<file path="src/cpu_core_pkg.sv">
package cpu_core_pkg;
  // Timing, in picoseconds so the rounding stays integer
  localparam int CLK_PS = 8000;
  localparam int INSTR_PS = 31250;
  localparam int INSTR_CLKS = (INSTR_PS + CLK_PS - 1) / CLK_PS;
  localparam int MUL_CYCLES = 5;
  localparam int DIV_CYCLES = 10;
  localparam int BRANCH_CYCLES = 2;
  localparam int GPR_COUNT = 16;
  localparam int STACK_BYTES = 2048;
  localparam int RAM_AW = $clog2(STACK_BYTES);
  localparam logic [3:0] MUL_STALL = 4'(MUL_CYCLES - 1);
  localparam logic [3:0] DIV_STALL = 4'(DIV_CYCLES - 1);
  localparam logic [3:0] BRANCH_STALL = 4'(BRANCH_CYCLES - 1);
  // Reset values
  localparam logic [15:0] PC_RESET = 16'h0000;
  localparam logic [10:0] CTX_BASE_RESET = 11'h000;
  localparam logic [10:0] STACK_PTR_RESET = 11'h7FE;
  localparam logic [10:0] STK_UP_RESET = 11'h000;
  localparam logic [10:0] STK_LO_RESET = 11'h7FE;
  localparam logic [15:0] STACK_TRAP_VEC = 16'h0008;
  localparam logic [15:0] LEN_SHORT = 16'h0002;
  localparam logic [15:0] LEN_LONG = 16'h0004;
  // Opcodes; bit 7 set marks a four-byte encoding
  localparam logic [7:0] OP_NOP = 8'h00;
  localparam logic [7:0] OP_ADD = 8'h01;
  localparam logic [7:0] OP_SUB = 8'h02;
  localparam logic [7:0] OP_AND = 8'h03;
  localparam logic [7:0] OP_OR = 8'h04;
  localparam logic [7:0] OP_XOR = 8'h05;
  localparam logic [7:0] OP_SHL = 8'h06;
  localparam logic [7:0] OP_SHR = 8'h07;
  localparam logic [7:0] OP_ROL = 8'h08;
  localparam logic [7:0] OP_ROR = 8'h09;
  localparam logic [7:0] OP_ASHR = 8'h0A;
  localparam logic [7:0] OP_MUL = 8'h0B;
  localparam logic [7:0] OP_DIV = 8'h0C;
  localparam logic [7:0] OP_PUSH = 8'h0D;
  localparam logic [7:0] OP_POP = 8'h0E;
  localparam logic [7:0] OP_NORMALIZE_COUNT_OP = 8'h0F;
  localparam logic [7:0] OP_TRAP = 8'h10;
  localparam logic [7:0] OP_MOV_SEXT = 8'h11;
  localparam logic [7:0] OP_JMPC = 8'h80;
  localparam logic [7:0] OP_JUMP_CLR = 8'h81;
  localparam logic [7:0] OP_CMPI1 = 8'h82;
  localparam logic [7:0] OP_CMPI2 = 8'h83;
  localparam logic [7:0] OP_CMPD1 = 8'h84;
  localparam logic [7:0] OP_CMPD2 = 8'h85;
  localparam logic [7:0] OP_MOVI = 8'h86;
  localparam logic [7:0] OP_LDSFR = 8'h87;
  localparam logic [7:0] OP_POWER_DOWN = 8'h88;
  localparam logic [7:0] OP_INIT_DONE = 8'h89;
  localparam logic [7:0] OP_COP = 8'h8A;
endpackage

</file>
<file path="src/cpu_core_execution_timing.sv">
`timescale 1ns/1ps
`default_nettype none
// Functional notes
// - Four stages per instruction, sixteen-bit ALU.
// - Plain instructions take one instruction cycle of four clocks.
// - Shifts and rotates use a barrel shifter, one cycle any amount.
// - A taken branch that misses the jump cache costs two instruction cycles.
// - Sixteen by sixteen multiply takes five instruction cycles.
// - Thirty-two by sixteen divide takes ten instruction cycles.
// - Jump cache hit on a repeated jump costs one cycle.
// - Sixteen general registers live in internal RAM.
// - Register RAM address is context base plus register offset.
// - Any base, banks may overlap; addresses wrap in RAM.
// - Stack pointer addresses a 2048-byte stack in RAM.
// - Pushes and traps check the upper limit, pops check the lower limit.
// - Two operands go to the coprocessor per instruction cycle.
// - Coprocessor holds multiply-accumulate and repeat units.
// - Conditional jumps are four bytes, taken only if condition holds.
// - Two-byte trap jumps to vector from its immediate number.
// - Power-down enters power-down; outside holds NMI pin low.
// - Init-done instruction changes the reset output pin.
// - Compare register with immediate, then step register by one or two.
// - Normalise-count writes shift count of one register to another.
// - Jump-clear-bit jumps if bit set and clears it.
// - Byte-to-word move replicates the sign bit upward.
// - Coprocessor instructions use a four-byte encoding.
module cpu_core_execution_timing (
  // Clock and reset
  input  wire logic        ref_clk,
  input  wire logic        reset_n,
  // Code fetch
  output logic      [15:0] code_addr,
  input  wire logic [31:0] code_data,
  // Internal RAM, word addressed
  output logic      [9:0]  ram_addr,
  output logic      [15:0] ram_wdata,
  output logic             ram_we,
  input  wire logic [15:0] ram_rdata,
  // Coprocessor operands
  output logic             mac_valid,
  output logic      [15:0] mac_cmd,
  output logic      [15:0] mac_op1,
  output logic      [15:0] mac_op2,
  // System pins
  input  wire logic        nmi_n,
  output logic             reset_output_pin,
  output logic             power_down,
  output logic             stack_trap,
  output logic             instr_retired
);
  typedef enum logic [1:0] {PH_FETCH, PH_DECODE, PH_OPERAND, PH_EXECUTE} phase_type;
  typedef enum logic [2:0] {K_ONE, K_HIT, K_MISS, K_MUL, K_DIV} kind_type;

  function automatic logic [9:0] reg_word(input logic [10:0] base, input logic [3:0] r);
    logic [10:0] byte_addr;
    byte_addr = base + {6'h00, r, 1'b0};
    return byte_addr[10:1];
  endfunction

  function automatic logic cond_true(input logic [3:0] cc, input logic fz, fc, fn);
    logic t;
    t = 1'b0;
    case (cc)
      4'h0: t = 1'b1;
      4'h1: t = fz;
      4'h2: t = !fz;
      4'h3: t = fc;
      4'h4: t = !fc;
      4'h5: t = fn;
      4'h6: t = !fn;
      default: t = 1'b0;
    endcase
    return t;
  endfunction

  function automatic logic [15:0] normalize_count_op_count(input logic [15:0] v);
    logic [15:0] cnt;
    logic        seen;
    cnt = 16'h0000;
    seen = 1'b0;
    for (int i = 15; i >= 0; i--) begin
      if (v[i])
        seen = 1'b1;
      else if (!seen && v != 16'h0000)
        cnt = cnt + 16'h0001;
    end
    return cnt;
  endfunction

  phase_type   ph;
  phase_type   next_ph;
  logic [31:0] ir;
  logic [15:0] a_val;
  logic [15:0] md_hi;
  logic [10:0] context_base_reg;
  logic [10:0] stack_ptr_reg;
  logic [10:0] stack_upper_limit;
  logic [10:0] stack_lower_limit;
  logic        fz, fc, fn;
  logic [3:0]  stall;
  logic        jc_valid;
  logic [15:0] jc_pc;
  logic        nmi_meta, nmi_sync;

  // Decode fields of the latched instruction
  wire [7:0]  op = ir[31:24];
  wire [3:0]  ra = ir[23:20];
  wire [3:0]  rb = ir[19:16];
  wire [15:0] imm = ir[15:0];
  wire [15:0] b_val = ram_rdata;
  wire        fire = (ph == PH_EXECUTE) && (stall == 4'h0) && !power_down;
  wire [15:0] len = op[7] ? cpu_core_pkg::LEN_LONG : cpu_core_pkg::LEN_SHORT;
  wire [15:0] seq_pc = code_addr + len;
  wire [15:0] rel_pc = seq_pc + imm;
  wire [15:0] trap_pc = {6'h00, ir[23:16], 2'b00};
  wire [10:0] sp_dec = stack_ptr_reg - 11'h002;
  wire [10:0] sp_inc = stack_ptr_reg + 11'h002;
  wire        push_fault = sp_dec < stack_upper_limit;
  wire        pop_fault = stack_ptr_reg >= stack_lower_limit;
  wire [16:0] sum = {1'b0, a_val} + {1'b0, b_val};
  wire [16:0] dif = {1'b0, a_val} - {1'b0, b_val};
  wire [16:0] cmp = {1'b0, a_val} - {1'b0, imm};
  wire [15:0] step = (op == cpu_core_pkg::OP_CMPI2 || op == cpu_core_pkg::OP_CMPD2) ?
                     16'h0002 : 16'h0001;
  // Barrel shifter: all amounts in one pass
  wire [3:0]  sh = b_val[3:0];
  wire [31:0] dbl = {a_val, a_val};
  wire [31:0] dbl_l = dbl << sh;
  wire [31:0] dbl_r = dbl >> sh;
  wire [31:0] prod = {16'h0000, a_val} * {16'h0000, b_val};
  wire [31:0] dividend = {md_hi, a_val};
  wire        div_zero = b_val == 16'h0000;
  // Divide by zero saturates rather than leaving the result undefined
  wire [31:0] quo = div_zero ? 32'hFFFFFFFF : dividend / {16'h0000, b_val};
  wire [31:0] rem = div_zero ? dividend : dividend % {16'h0000, b_val};
  wire        jc_hit = jc_valid && (jc_pc == code_addr);

  logic [15:0] next_pc, wr_data, res;
  logic [9:0]  wr_addr;
  logic        wr_en, flag_en, c_out, trap_hit, jc_load, sfr_en;
  logic [3:0]  next_stall;
  logic [10:0] next_sp;
  kind_type    kind;

  always_comb begin
    next_pc = seq_pc;
    res = a_val;
    c_out = fc;
    wr_en = 1'b0;
    wr_addr = reg_word(context_base_reg, ra);
    flag_en = 1'b0;
    next_stall = 4'h0;
    next_sp = stack_ptr_reg;
    trap_hit = 1'b0;
    jc_load = 1'b0;
    sfr_en = 1'b0;
    kind = K_ONE;
    unique case (op)
      cpu_core_pkg::OP_ADD: {c_out, res} = sum;
      cpu_core_pkg::OP_SUB: {c_out, res} = dif;
      cpu_core_pkg::OP_AND: res = a_val & b_val;
      cpu_core_pkg::OP_OR: res = a_val | b_val;
      cpu_core_pkg::OP_XOR: res = a_val ^ b_val;
      cpu_core_pkg::OP_SHL: res = a_val << sh;
      cpu_core_pkg::OP_SHR: res = a_val >> sh;
      cpu_core_pkg::OP_ROL: res = dbl_l[31:16];
      cpu_core_pkg::OP_ROR: res = dbl_r[15:0];
      cpu_core_pkg::OP_ASHR: res = $signed(a_val) >>> sh;
      cpu_core_pkg::OP_MUL: begin
        res = prod[15:0];
        next_stall = cpu_core_pkg::MUL_STALL;
        kind = K_MUL;
      end
      cpu_core_pkg::OP_DIV: begin
        res = quo[15:0];
        next_stall = cpu_core_pkg::DIV_STALL;
        kind = K_DIV;
      end
      cpu_core_pkg::OP_NORMALIZE_COUNT_OP: res = normalize_count_op_count(b_val);
      cpu_core_pkg::OP_MOV_SEXT: res = {{8{b_val[7]}}, b_val[7:0]};
      cpu_core_pkg::OP_MOVI: res = imm;
      cpu_core_pkg::OP_CMPI1, cpu_core_pkg::OP_CMPI2: begin
        {c_out, res} = cmp;
        wr_en = 1'b1;
      end
      cpu_core_pkg::OP_CMPD1, cpu_core_pkg::OP_CMPD2: begin
        {c_out, res} = cmp;
        wr_en = 1'b1;
      end
      cpu_core_pkg::OP_PUSH: begin
        res = a_val;
        wr_addr = sp_dec[10:1];
        trap_hit = push_fault;
        next_sp = sp_dec;
      end
      cpu_core_pkg::OP_POP: begin
        res = b_val;
        trap_hit = pop_fault;
        next_sp = sp_inc;
      end
      cpu_core_pkg::OP_TRAP: begin
        res = seq_pc;
        wr_addr = sp_dec[10:1];
        trap_hit = push_fault;
        next_sp = sp_dec;
        next_pc = trap_pc;
      end
      cpu_core_pkg::OP_JMPC: begin
        if (cond_true(ra, fz, fc, fn)) begin
          next_pc = imm;
          jc_load = !jc_hit;
          next_stall = jc_hit ? 4'h0 : cpu_core_pkg::BRANCH_STALL;
          kind = jc_hit ? K_HIT : K_MISS;
        end
      end
      cpu_core_pkg::OP_JUMP_CLR: begin
        res = a_val & ~(16'h0001 << rb);
        if (a_val[rb]) begin
          next_pc = rel_pc;
          next_stall = cpu_core_pkg::BRANCH_STALL;
          kind = K_MISS;
        end
      end
      cpu_core_pkg::OP_LDSFR: sfr_en = 1'b1;
      cpu_core_pkg::OP_NOP, cpu_core_pkg::OP_POWER_DOWN, cpu_core_pkg::OP_INIT_DONE,
      cpu_core_pkg::OP_COP: res = a_val;
      default: res = a_val;
    endcase
    if (op inside {cpu_core_pkg::OP_ADD, cpu_core_pkg::OP_SUB, cpu_core_pkg::OP_AND,
                   cpu_core_pkg::OP_OR, cpu_core_pkg::OP_XOR, cpu_core_pkg::OP_SHL,
                   cpu_core_pkg::OP_SHR, cpu_core_pkg::OP_ROL, cpu_core_pkg::OP_ROR,
                   cpu_core_pkg::OP_ASHR, cpu_core_pkg::OP_CMPI1, cpu_core_pkg::OP_CMPI2,
                   cpu_core_pkg::OP_CMPD1, cpu_core_pkg::OP_CMPD2})
      flag_en = 1'b1;
    if (op inside {cpu_core_pkg::OP_ADD, cpu_core_pkg::OP_SUB, cpu_core_pkg::OP_AND,
                   cpu_core_pkg::OP_OR, cpu_core_pkg::OP_XOR, cpu_core_pkg::OP_SHL,
                   cpu_core_pkg::OP_SHR, cpu_core_pkg::OP_ROL, cpu_core_pkg::OP_ROR,
                   cpu_core_pkg::OP_ASHR, cpu_core_pkg::OP_MUL, cpu_core_pkg::OP_DIV,
                   cpu_core_pkg::OP_NORMALIZE_COUNT_OP, cpu_core_pkg::OP_MOV_SEXT, cpu_core_pkg::OP_MOVI,
                   cpu_core_pkg::OP_PUSH, cpu_core_pkg::OP_POP, cpu_core_pkg::OP_TRAP,
                   cpu_core_pkg::OP_JUMP_CLR})
      wr_en = 1'b1;
    // Faulting stack access is dropped before it touches RAM
    if (trap_hit) begin
      wr_en = 1'b0;
      next_sp = stack_ptr_reg;
      next_pc = cpu_core_pkg::STACK_TRAP_VEC;
    end
  end

  // Compare-and-step writes the stepped register, not the difference
  wire        cmp_op = op inside {cpu_core_pkg::OP_CMPI1, cpu_core_pkg::OP_CMPI2,
                                  cpu_core_pkg::OP_CMPD1, cpu_core_pkg::OP_CMPD2};
  wire [15:0] stepped = op[2] ? a_val - step : a_val + step;
  assign wr_data = cmp_op ? stepped : res;

  // Four stages, one per clock; execute is the instruction-cycle enable
  always_comb begin
    unique case (ph)
      PH_FETCH: next_ph = PH_DECODE;
      PH_DECODE: next_ph = PH_OPERAND;
      PH_OPERAND: next_ph = PH_EXECUTE;
      PH_EXECUTE: next_ph = PH_FETCH;
    endcase
  end

  always_ff @(posedge ref_clk or negedge reset_n) begin
    if (!reset_n) begin
      nmi_meta <= 1'b1;
      nmi_sync <= 1'b1;
      ph <= PH_FETCH;
    end else begin
      nmi_meta <= nmi_n;
      nmi_sync <= nmi_meta;
      ph <= next_ph;
    end
  end

  // Register A latched at operand; register B is taken live at execute
  always_ff @(posedge ref_clk or negedge reset_n) begin
    if (!reset_n) begin
      ir <= 32'h00000000;
      a_val <= 16'h0000;
    end else if (ph == PH_DECODE) begin
      ir <= code_data;
    end else if (ph == PH_OPERAND) begin
      a_val <= ram_rdata;
    end
  end

  always_ff @(posedge ref_clk or negedge reset_n) begin
    if (!reset_n)
      stall <= 4'h0;
    else if (ph == PH_EXECUTE && !power_down)
      stall <= (stall != 4'h0) ? stall - 4'h1 : next_stall;
  end

  always_ff @(posedge ref_clk or negedge reset_n) begin
    if (!reset_n) begin
      code_addr <= cpu_core_pkg::PC_RESET;
      stack_ptr_reg <= cpu_core_pkg::STACK_PTR_RESET;
      md_hi <= 16'h0000;
      {fz, fc, fn} <= 3'b000;
    end else if (fire) begin
      code_addr <= next_pc;
      stack_ptr_reg <= sfr_en && ra[1:0] == 2'h1 ? imm[10:0] : next_sp;
      if (op == cpu_core_pkg::OP_MUL)
        md_hi <= prod[31:16];
      else if (op == cpu_core_pkg::OP_DIV)
        md_hi <= rem[15:0];
      if (flag_en)
        {fz, fc, fn} <= {res == 16'h0000, c_out, res[15]};
    end
  end

  always_ff @(posedge ref_clk or negedge reset_n) begin
    if (!reset_n) begin
      context_base_reg <= cpu_core_pkg::CTX_BASE_RESET;
      stack_upper_limit <= cpu_core_pkg::STK_UP_RESET;
      stack_lower_limit <= cpu_core_pkg::STK_LO_RESET;
      jc_valid <= 1'b0;
      jc_pc <= 16'h0000;
      power_down <= 1'b0;
      reset_output_pin <= 1'b0;
    end else if (fire) begin
      if (sfr_en && ra[1:0] == 2'h0)
        context_base_reg <= imm[10:0];
      if (sfr_en && ra[1:0] == 2'h2)
        stack_upper_limit <= imm[10:0];
      if (sfr_en && ra[1:0] == 2'h3)
        stack_lower_limit <= imm[10:0];
      if (jc_load) begin
        jc_valid <= 1'b1;
        jc_pc <= code_addr;
      end
      // Entry only while the pin is held low from outside
      if (op == cpu_core_pkg::OP_POWER_DOWN && !nmi_sync)
        power_down <= 1'b1;
      if (op == cpu_core_pkg::OP_INIT_DONE)
        reset_output_pin <= 1'b1;
    end
  end

  // RAM reads lag the address by a clock, so addresses lead by one stage
  always_ff @(posedge ref_clk or negedge reset_n) begin
    if (!reset_n) begin
      ram_addr <= 10'h000;
      ram_wdata <= 16'h0000;
      ram_we <= 1'b0;
    end else begin
      ram_we <= fire && wr_en;
      if (ph == PH_FETCH)
        ram_addr <= reg_word(context_base_reg, code_data[23:20]);
      else if (ph == PH_DECODE)
        ram_addr <= (code_data[31:24] == cpu_core_pkg::OP_POP) ? stack_ptr_reg[10:1] :
                    reg_word(context_base_reg, code_data[19:16]);
      else if (fire) begin
        ram_addr <= wr_addr;
        ram_wdata <= wr_data;
      end
    end
  end

  always_ff @(posedge ref_clk or negedge reset_n) begin
    if (!reset_n) begin
      mac_valid <= 1'b0;
      mac_cmd <= 16'h0000;
      mac_op1 <= 16'h0000;
      mac_op2 <= 16'h0000;
      stack_trap <= 1'b0;
      instr_retired <= 1'b0;
    end else begin
      mac_valid <= fire && op == cpu_core_pkg::OP_COP;
      stack_trap <= fire && trap_hit;
      instr_retired <= fire;
      if (fire && op == cpu_core_pkg::OP_COP) begin
        mac_cmd <= imm;
        mac_op1 <= a_val;
        mac_op2 <= b_val;
      end
    end
  end

  // Assertion helpers: clocks between executes and what caused the gap
  logic [7:0] gap;
  kind_type   last_kind;
  always_ff @(posedge ref_clk or negedge reset_n) begin
    if (!reset_n) begin
      gap <= 8'h00;
      last_kind <= K_ONE;
    end else if (fire) begin
      gap <= 8'h00;
      last_kind <= kind;
    end else if (gap != 8'hFF) begin
      gap <= gap + 8'h01;
    end
  end
endmodule
`default_nettype wire

</file>
<file path="config.mk">
export PLATFORM = sky130hd
export DESIGN_NAME = cpu_core_execution_timing
export DESIGN_NICKNAME = d
export VERILOG_FILES = /design/src/cpu_core_pkg.sv /design/src/cpu_core_execution_timing.sv
export SDC_FILE = /design/constraint.sdc
export NUM_CORES = 2
export LEC_CHECK = 0
export ABC_AREA = 1
export BUFFER_PORTS_ARGS = -buffer_cell sky130_fd_sc_hd__buf_2
export CAP_MARGIN = 30
export CORE_MARGIN = 2
export CORE_UTILIZATION = 25
export DETAILED_ROUTE_END_ITERATION = 6
export SYNTH_ARGS = -nofsm -noshare
export SYNTH_HDL_FRONTEND = slang
export SYNTH_SLANG_ARGS = --single-unit
</file>
<file path="constraint.sdc">
create_clock -name ref_clk -period 87.4 [get_ports ref_clk]
set_clock_uncertainty 0.05 [all_clocks]
set_input_delay 4.37 -clock ref_clk [delete_from_list [all_inputs] [get_ports ref_clk]]
set_output_delay 4.37 -clock ref_clk [all_outputs]
set_load 0.1 [all_outputs]
</file>
== Word level (Yosys, flattened, before mapping) ==
Index checks and enable logic that the tools add are counted.
Cells by class
  add/sub/neg operators: 28
  multipliers: 1
  div/mod/pow operators: 2
  order comparisons: 3
  equal/unequal tests: 43
  shift operators: 6
  mux-type cells: 117
  bitwise gates (word level): 7
  reduce and logical (&&, ||, !) cells: 78
Operators with widths (number)
  $mux 16: 54
  $pmux 16 s19: 1
  $add 16x1->16 const B: 15
  $eq 8x8->1 const B: 11
  $eq 8x4->1 const B: 9
  $mux 10: 5
  $pmux 16 s3: 1
  $mux 1: 44
  $sub 16x16->17: 2
  $add 11x5->11: 3
  $and 16x16->16: 2
  $div 32x16->32: 1
  $eq 8x3->1 const B: 4
  $logic_not 16->1: 2
  $mod 32x16->32: 1
  $mul 16x16->32: 1
  $shl 32x4->32: 1
  $shr 32x4->16: 1
  $logic_and 1x1->1: 27
  $mux 11: 2
  $pmux 11 s2: 1
  $logic_not 1->1: 21
  $reduce_bool 19->1: 1
  $reduce_and 2->1: 9
  other kinds (49): 66
Word-level totals
  bits in registers: 232
  bits of input ports: 51
  output and inout bits: 96
  word-level logic and storage cells: 313

== Longest topological paths before layout ==
  depth in word-level cells: 65
  gate-level depth with buffers: 637
  mapped depth without buffers: 587

== Worst setup path before layout ==
No wires, ideal clock.
  kind: input -> register
  start: input port ram_rdata[0]
  end: register md_hi[13]
  library setup time: 0.122 ns
  arrival: 84.963 ns
  required time: 87.228 ns
  path slack: 2.266 ns
  stages: 610
  path buffers: 52
  path through: clkbuf_1 > inv_1 > clkbuf_1 > clkbuf_1 > clkbuf_1 > ha_1 > inv_1 > nor2_1 > nand2_1 > nor2_1 > nand2_1 > nor2_1 > nand2_1 > nand2_1 > nand2_1 > and2_1 > ha_1 > o21ai_0 > (+574 left out) > nand3_1 > nand2_1 > or2_2 > a31oi_1 > o21ai_0 > a21oi_1 > nand2_1 > a21oi_1 > nand2_1 > nor2_4 > nand2_1 > nor2_1 > nand2_1 > buf_4 > nand3_1 > nand3_1 > nand2_1 > a21oi_2
On the way
  word-level cells in the longest chain between the ends: 4
  elaborated cells on any way between the ends: 6
  those cells by class: 1 x mul; 1 x div; 3 x mux; 1 x reduce/logical
Ends and longest elaborated chain
  start, declared: RTL line cpu_core_execution_timing.sv:38  | input wire logic [15:0] ram_rdata,
  $mod 32x16->32 / $logic_not 16->1 (equally long branches): RTL line cpu_core_execution_timing.sv:135, cpu_core_execution_timing.sv:132
  $mux 16: RTL line cpu_core_execution_timing.sv:135  | wire [31:0] rem = div_zero ? dividend : dividend % {16'h0000, b_val};
  $mux 16: RTL line cpu_core_execution_timing.sv:309  | else if (op == cpu_core_pkg::OP_DIV)
  $mux 16 *: RTL line cpu_core_execution_timing.sv:307  | if (op == cpu_core_pkg::OP_MUL)
  end signal, assigned: RTL line cpu_core_execution_timing.sv:308  | md_hi <= prod[31:16];
  end signal, assigned: RTL line cpu_core_execution_timing.sv:310  | md_hi <= rem[15:0];
  end, declared: RTL line cpu_core_execution_timing.sv:94  | logic [15:0] md_hi;
Every way passes the cells marked *; elsewhere a longest branch is shown, timed or not. The select of a mux whose other input is x is not followed.
A chain may end at the register's enable or synchronous reset.

== Worst setup path in the final report ==
  start: input port ram_rdata[12]
  end: register md_hi[3]
The elaborated chain is that of the path after synthesis.

==> results.sh <==
export IMPL_die_h_um=459
export IMPL_slowest_stage="clkbuf_4"
export IMPL_vias_per_cell=5.01
export IMPL_grt_pass1_vias=50444
export IMPL_grt_max_degree=122
export IMPL_syn2layout_area_growth_pct=11.3
export IMPL_wl_um=199000
export IMPL_drv_cap=0
export IMPL_crit_type="in2reg"
export IMPL_status="completed"
export IMPL_ys_warn_count=0
export IMPL_layout_min_cycle_time_ps=79250
export IMPL_start_util_pct=25.1
export IMPL_muxShareOfSynthArea_pct=0.374
export IMPL_synth_flop_cell="dfrtp_1"
export IMPL_fin_crit_sh_pct=90.7
export IMPL_synth_fa_ha_area_share_pct=23.5
export IMPL_syn_instance_count=8028
export IMPL_hold_viol_final=0
export IMPL_drv_slew=0
export IMPL_die_w_um=459
export IMPL_clk_pin_slew_worst_paths_ps=70
export IMPL_htree_levels=1
export IMPL_cp_max_fo=27
export IMPL_largest_reg_flops=32
export IMPL_root_buffer="clkbuf_16"
export IMPL_cpPeakStageDelay_ps=410
export IMPL_cp_common_cell="nand2_1"
export IMPL_synth_nets=8930
export IMPL_synth_top_family_by_area="simple AND/OR/NAND/NOR gates"
export IMPL_synth_compound_area_share_pct=18.3
export IMPL_synth_async_reset_ratio_pct=100
export IMPL_ys_ff_latch=231
export IMPL_fmax_mhz=12.6
export IMPL_hold_ws_ps=320
export IMPL_io_pins=147
export IMPL_ant_nets=0
export IMPL_start_kind="primary input"
export IMPL_slew_headroom_pct=28.6
export IMPL_drcViolationCount=0
export IMPL_vias=54367
export IMPL_yosys_area_share_simple_pct=28.1
export IMPL_routedWlPerCell_um=18.3
export IMPL_gr_total_overflow=0
export IMPL_synth_xor_area_share_pct=6.69
export IMPL_end_kind="register"
export IMPL_portBuffers=146
export IMPL_synth_area_um2=51800
export IMPL_largest_register="ir"
export IMPL_tightest_slew_ps=1040
export IMPL_yosys_area_top_type="ha_1"
export IMPL_clockBufferDepth=3
export IMPL_report_final_setup_viol=0
export IMPL_rows=167
export IMPL_required_ps=87890
export IMPL_cts_sinks=231
export IMPL_arrival_ps=79730
export IMPL_final_layout_size_suffix_gt1_share_pct=9.77
export IMPL_grt_pass1_wl_um=301000
export IMPL_synth_edf_count=0
export IMPL_gp_congestion=1.03
export IMPL_rr_worst_depth=553
export IMPL_clk_insertion_delay_late_ps=630
export IMPL_ys_seq_area_share_pct=11.2
export IMPL_syn_area_per_cell_um2=6.46
export IMPL_min_path_type="reg2reg"
export IMPL_firstDrtPassIters=6
export IMPL_drtIter0Drc=5148
export IMPL_nNetsFinal=9014
export IMPL_grt_usage_pct=18.1
export IMPL_coreArea_um2=207000
export IMPL_ys_types=83
export IMPL_cts_buffers=28
export IMPL_tritoncts="built"
export IMPL_antenna_found_initial=15
export IMPL_synth_top_cell_area_share_pct=15.6
export IMPL_die_area_um2=211000
export IMPL_hpwl_um=152000
export IMPL_synthTopCellsByArea="ha_1 16%, nand2_1 14%, dfrtp_1 10%, inv_1 9.0%, fa_1 7.9%"
export IMPL_hold_buffers=0
export IMPL_holdPathStages=0
## cell families (layout without fill, tap and decap cells)
kind of cell | count (synthesis) | count (layout)
compound gates | 1629 | 1629
xor+xnor | 396 | 396
fa+ha+maj | 851 | 851
buf+inv | 1586 | 1688
flops | 231 | 231
mux | 18 | 18
other cells | 0 | 7
simple gates | 3317 | 3321
## layout by cell type, fill, tap and decap left out, types with 115 or more instances in the layout
master,instances
nand2_1,1901
inv_1,1229
o21ai_0,672
ha_1,646
nor2_1,546
a21oi_1,400
nand3_1,389
xor2_1,281
dfrtp_1,208
fa_1,204
buf_4,159
buf_2,143
xnor2_1,115
## layout make-up
| cell class | instances | area, um^2 |
|---|---|---|
| multi-input cells | 6215 | 40300 |
| repair inverters | 8 | 50.0 |
| repair buffers | 315 | 2070 |
| clock buffers | 34 | 743 |
| fillers | 22947 | 149000 |
| inverters | 1313 | 5020 |
| diodes | 7 | 17.5 |
| clock inverters | 18 | 303 |
| well taps | 2704 | 3380 |
| flip-flops and latches | 231 | 5810 |
## final timing paths
path	from	endpoint	slack, ps
setup reg to reg	a_val[3]	md_hi[3]	11280
min in group asynchronous	reset_n	a_val[13]	3730
setup / recovery	ram_rdata[12]	md_hi[3]	8150
hold reg to reg	nmi_meta	nmi_sync	320
max in group asynchronous	reset_n	a_val[15]	82310
hold / removal	nmi_meta	nmi_sync	320
## layer usage
| metal | global-route usage [%] | up-vias | share of wire [%] |
|---|---|---|---|
| met5 | 0 | - | 0.023 |
| met4 | 7.46 | 6 | 4.9 |
| met3 | 2.66 | 484 | 8.3 |
| met2 | 29.4 | 2208 | 44 |
| met1 | 23.9 | 25212 | 43 |
| li1 | - | 26457 | - |
## critical path, delay by kind of cell
family                   cells  cell delay, ps
AO/OA/AOI/OAI              201           32620
AND/OR/NAND/NOR            218           22930
adder cells (fa/ha/maj)     31            9950
buffers and inverters      103            9610
## cells in the mapped netlist, types with 17 or more instances
cell type,count
nand2_4,17
nand2_2,32
a31oi_1,22
nand4_1,89
o211ai_1,42
xnor2_1,115
o21ai_0,700
or2_2,51
o31ai_1,29
o21bai_1,70
o21ai_1,34
dfstp_2,22
buf_1,27
nor2_4,22
nor4_1,26
a221oi_1,27
a21oi_1,429
a211oi_1,27
ha_1,647
a21o_1,26
inv_1,1247
nand3b_1,28
o221ai_1,23
nand2_1,1905
nand3_1,393
nor3_1,85
nor2_1,556
clkbuf_1,204
fa_1,204
nor2_2,31
dfrtp_1,209
nand3_2,33
a21oi_2,35
o2111ai_1,29
o22ai_1,52
xor2_1,281
inv_2,46
## per-stage QoR
stage          instances  util, %  TNS [ps]  instance area [um^2]  worst slack [ps]
2_1_floorplan       8028        -         0                 51800              2270
3_3_place_gp       10710     26.9         0                 55600              1750
3_5_place_dp       10712     26.9         0                 55600              76.9
4_1_cts            10764     27.4         0                 56600               474
5_1_grt            10839     27.9     -3720                 57700              -251
6_report           10845     27.9         0                 57700              8150
## what timing repair did
action	CTS	global route
setup buffers	0	60
resized for setup	0	161
setup endpoints to repair	0	20
Power is left out: the tool's default activity adds up to more than one toggle a clock period on the data nets, which glitch-free logic cannot reach.
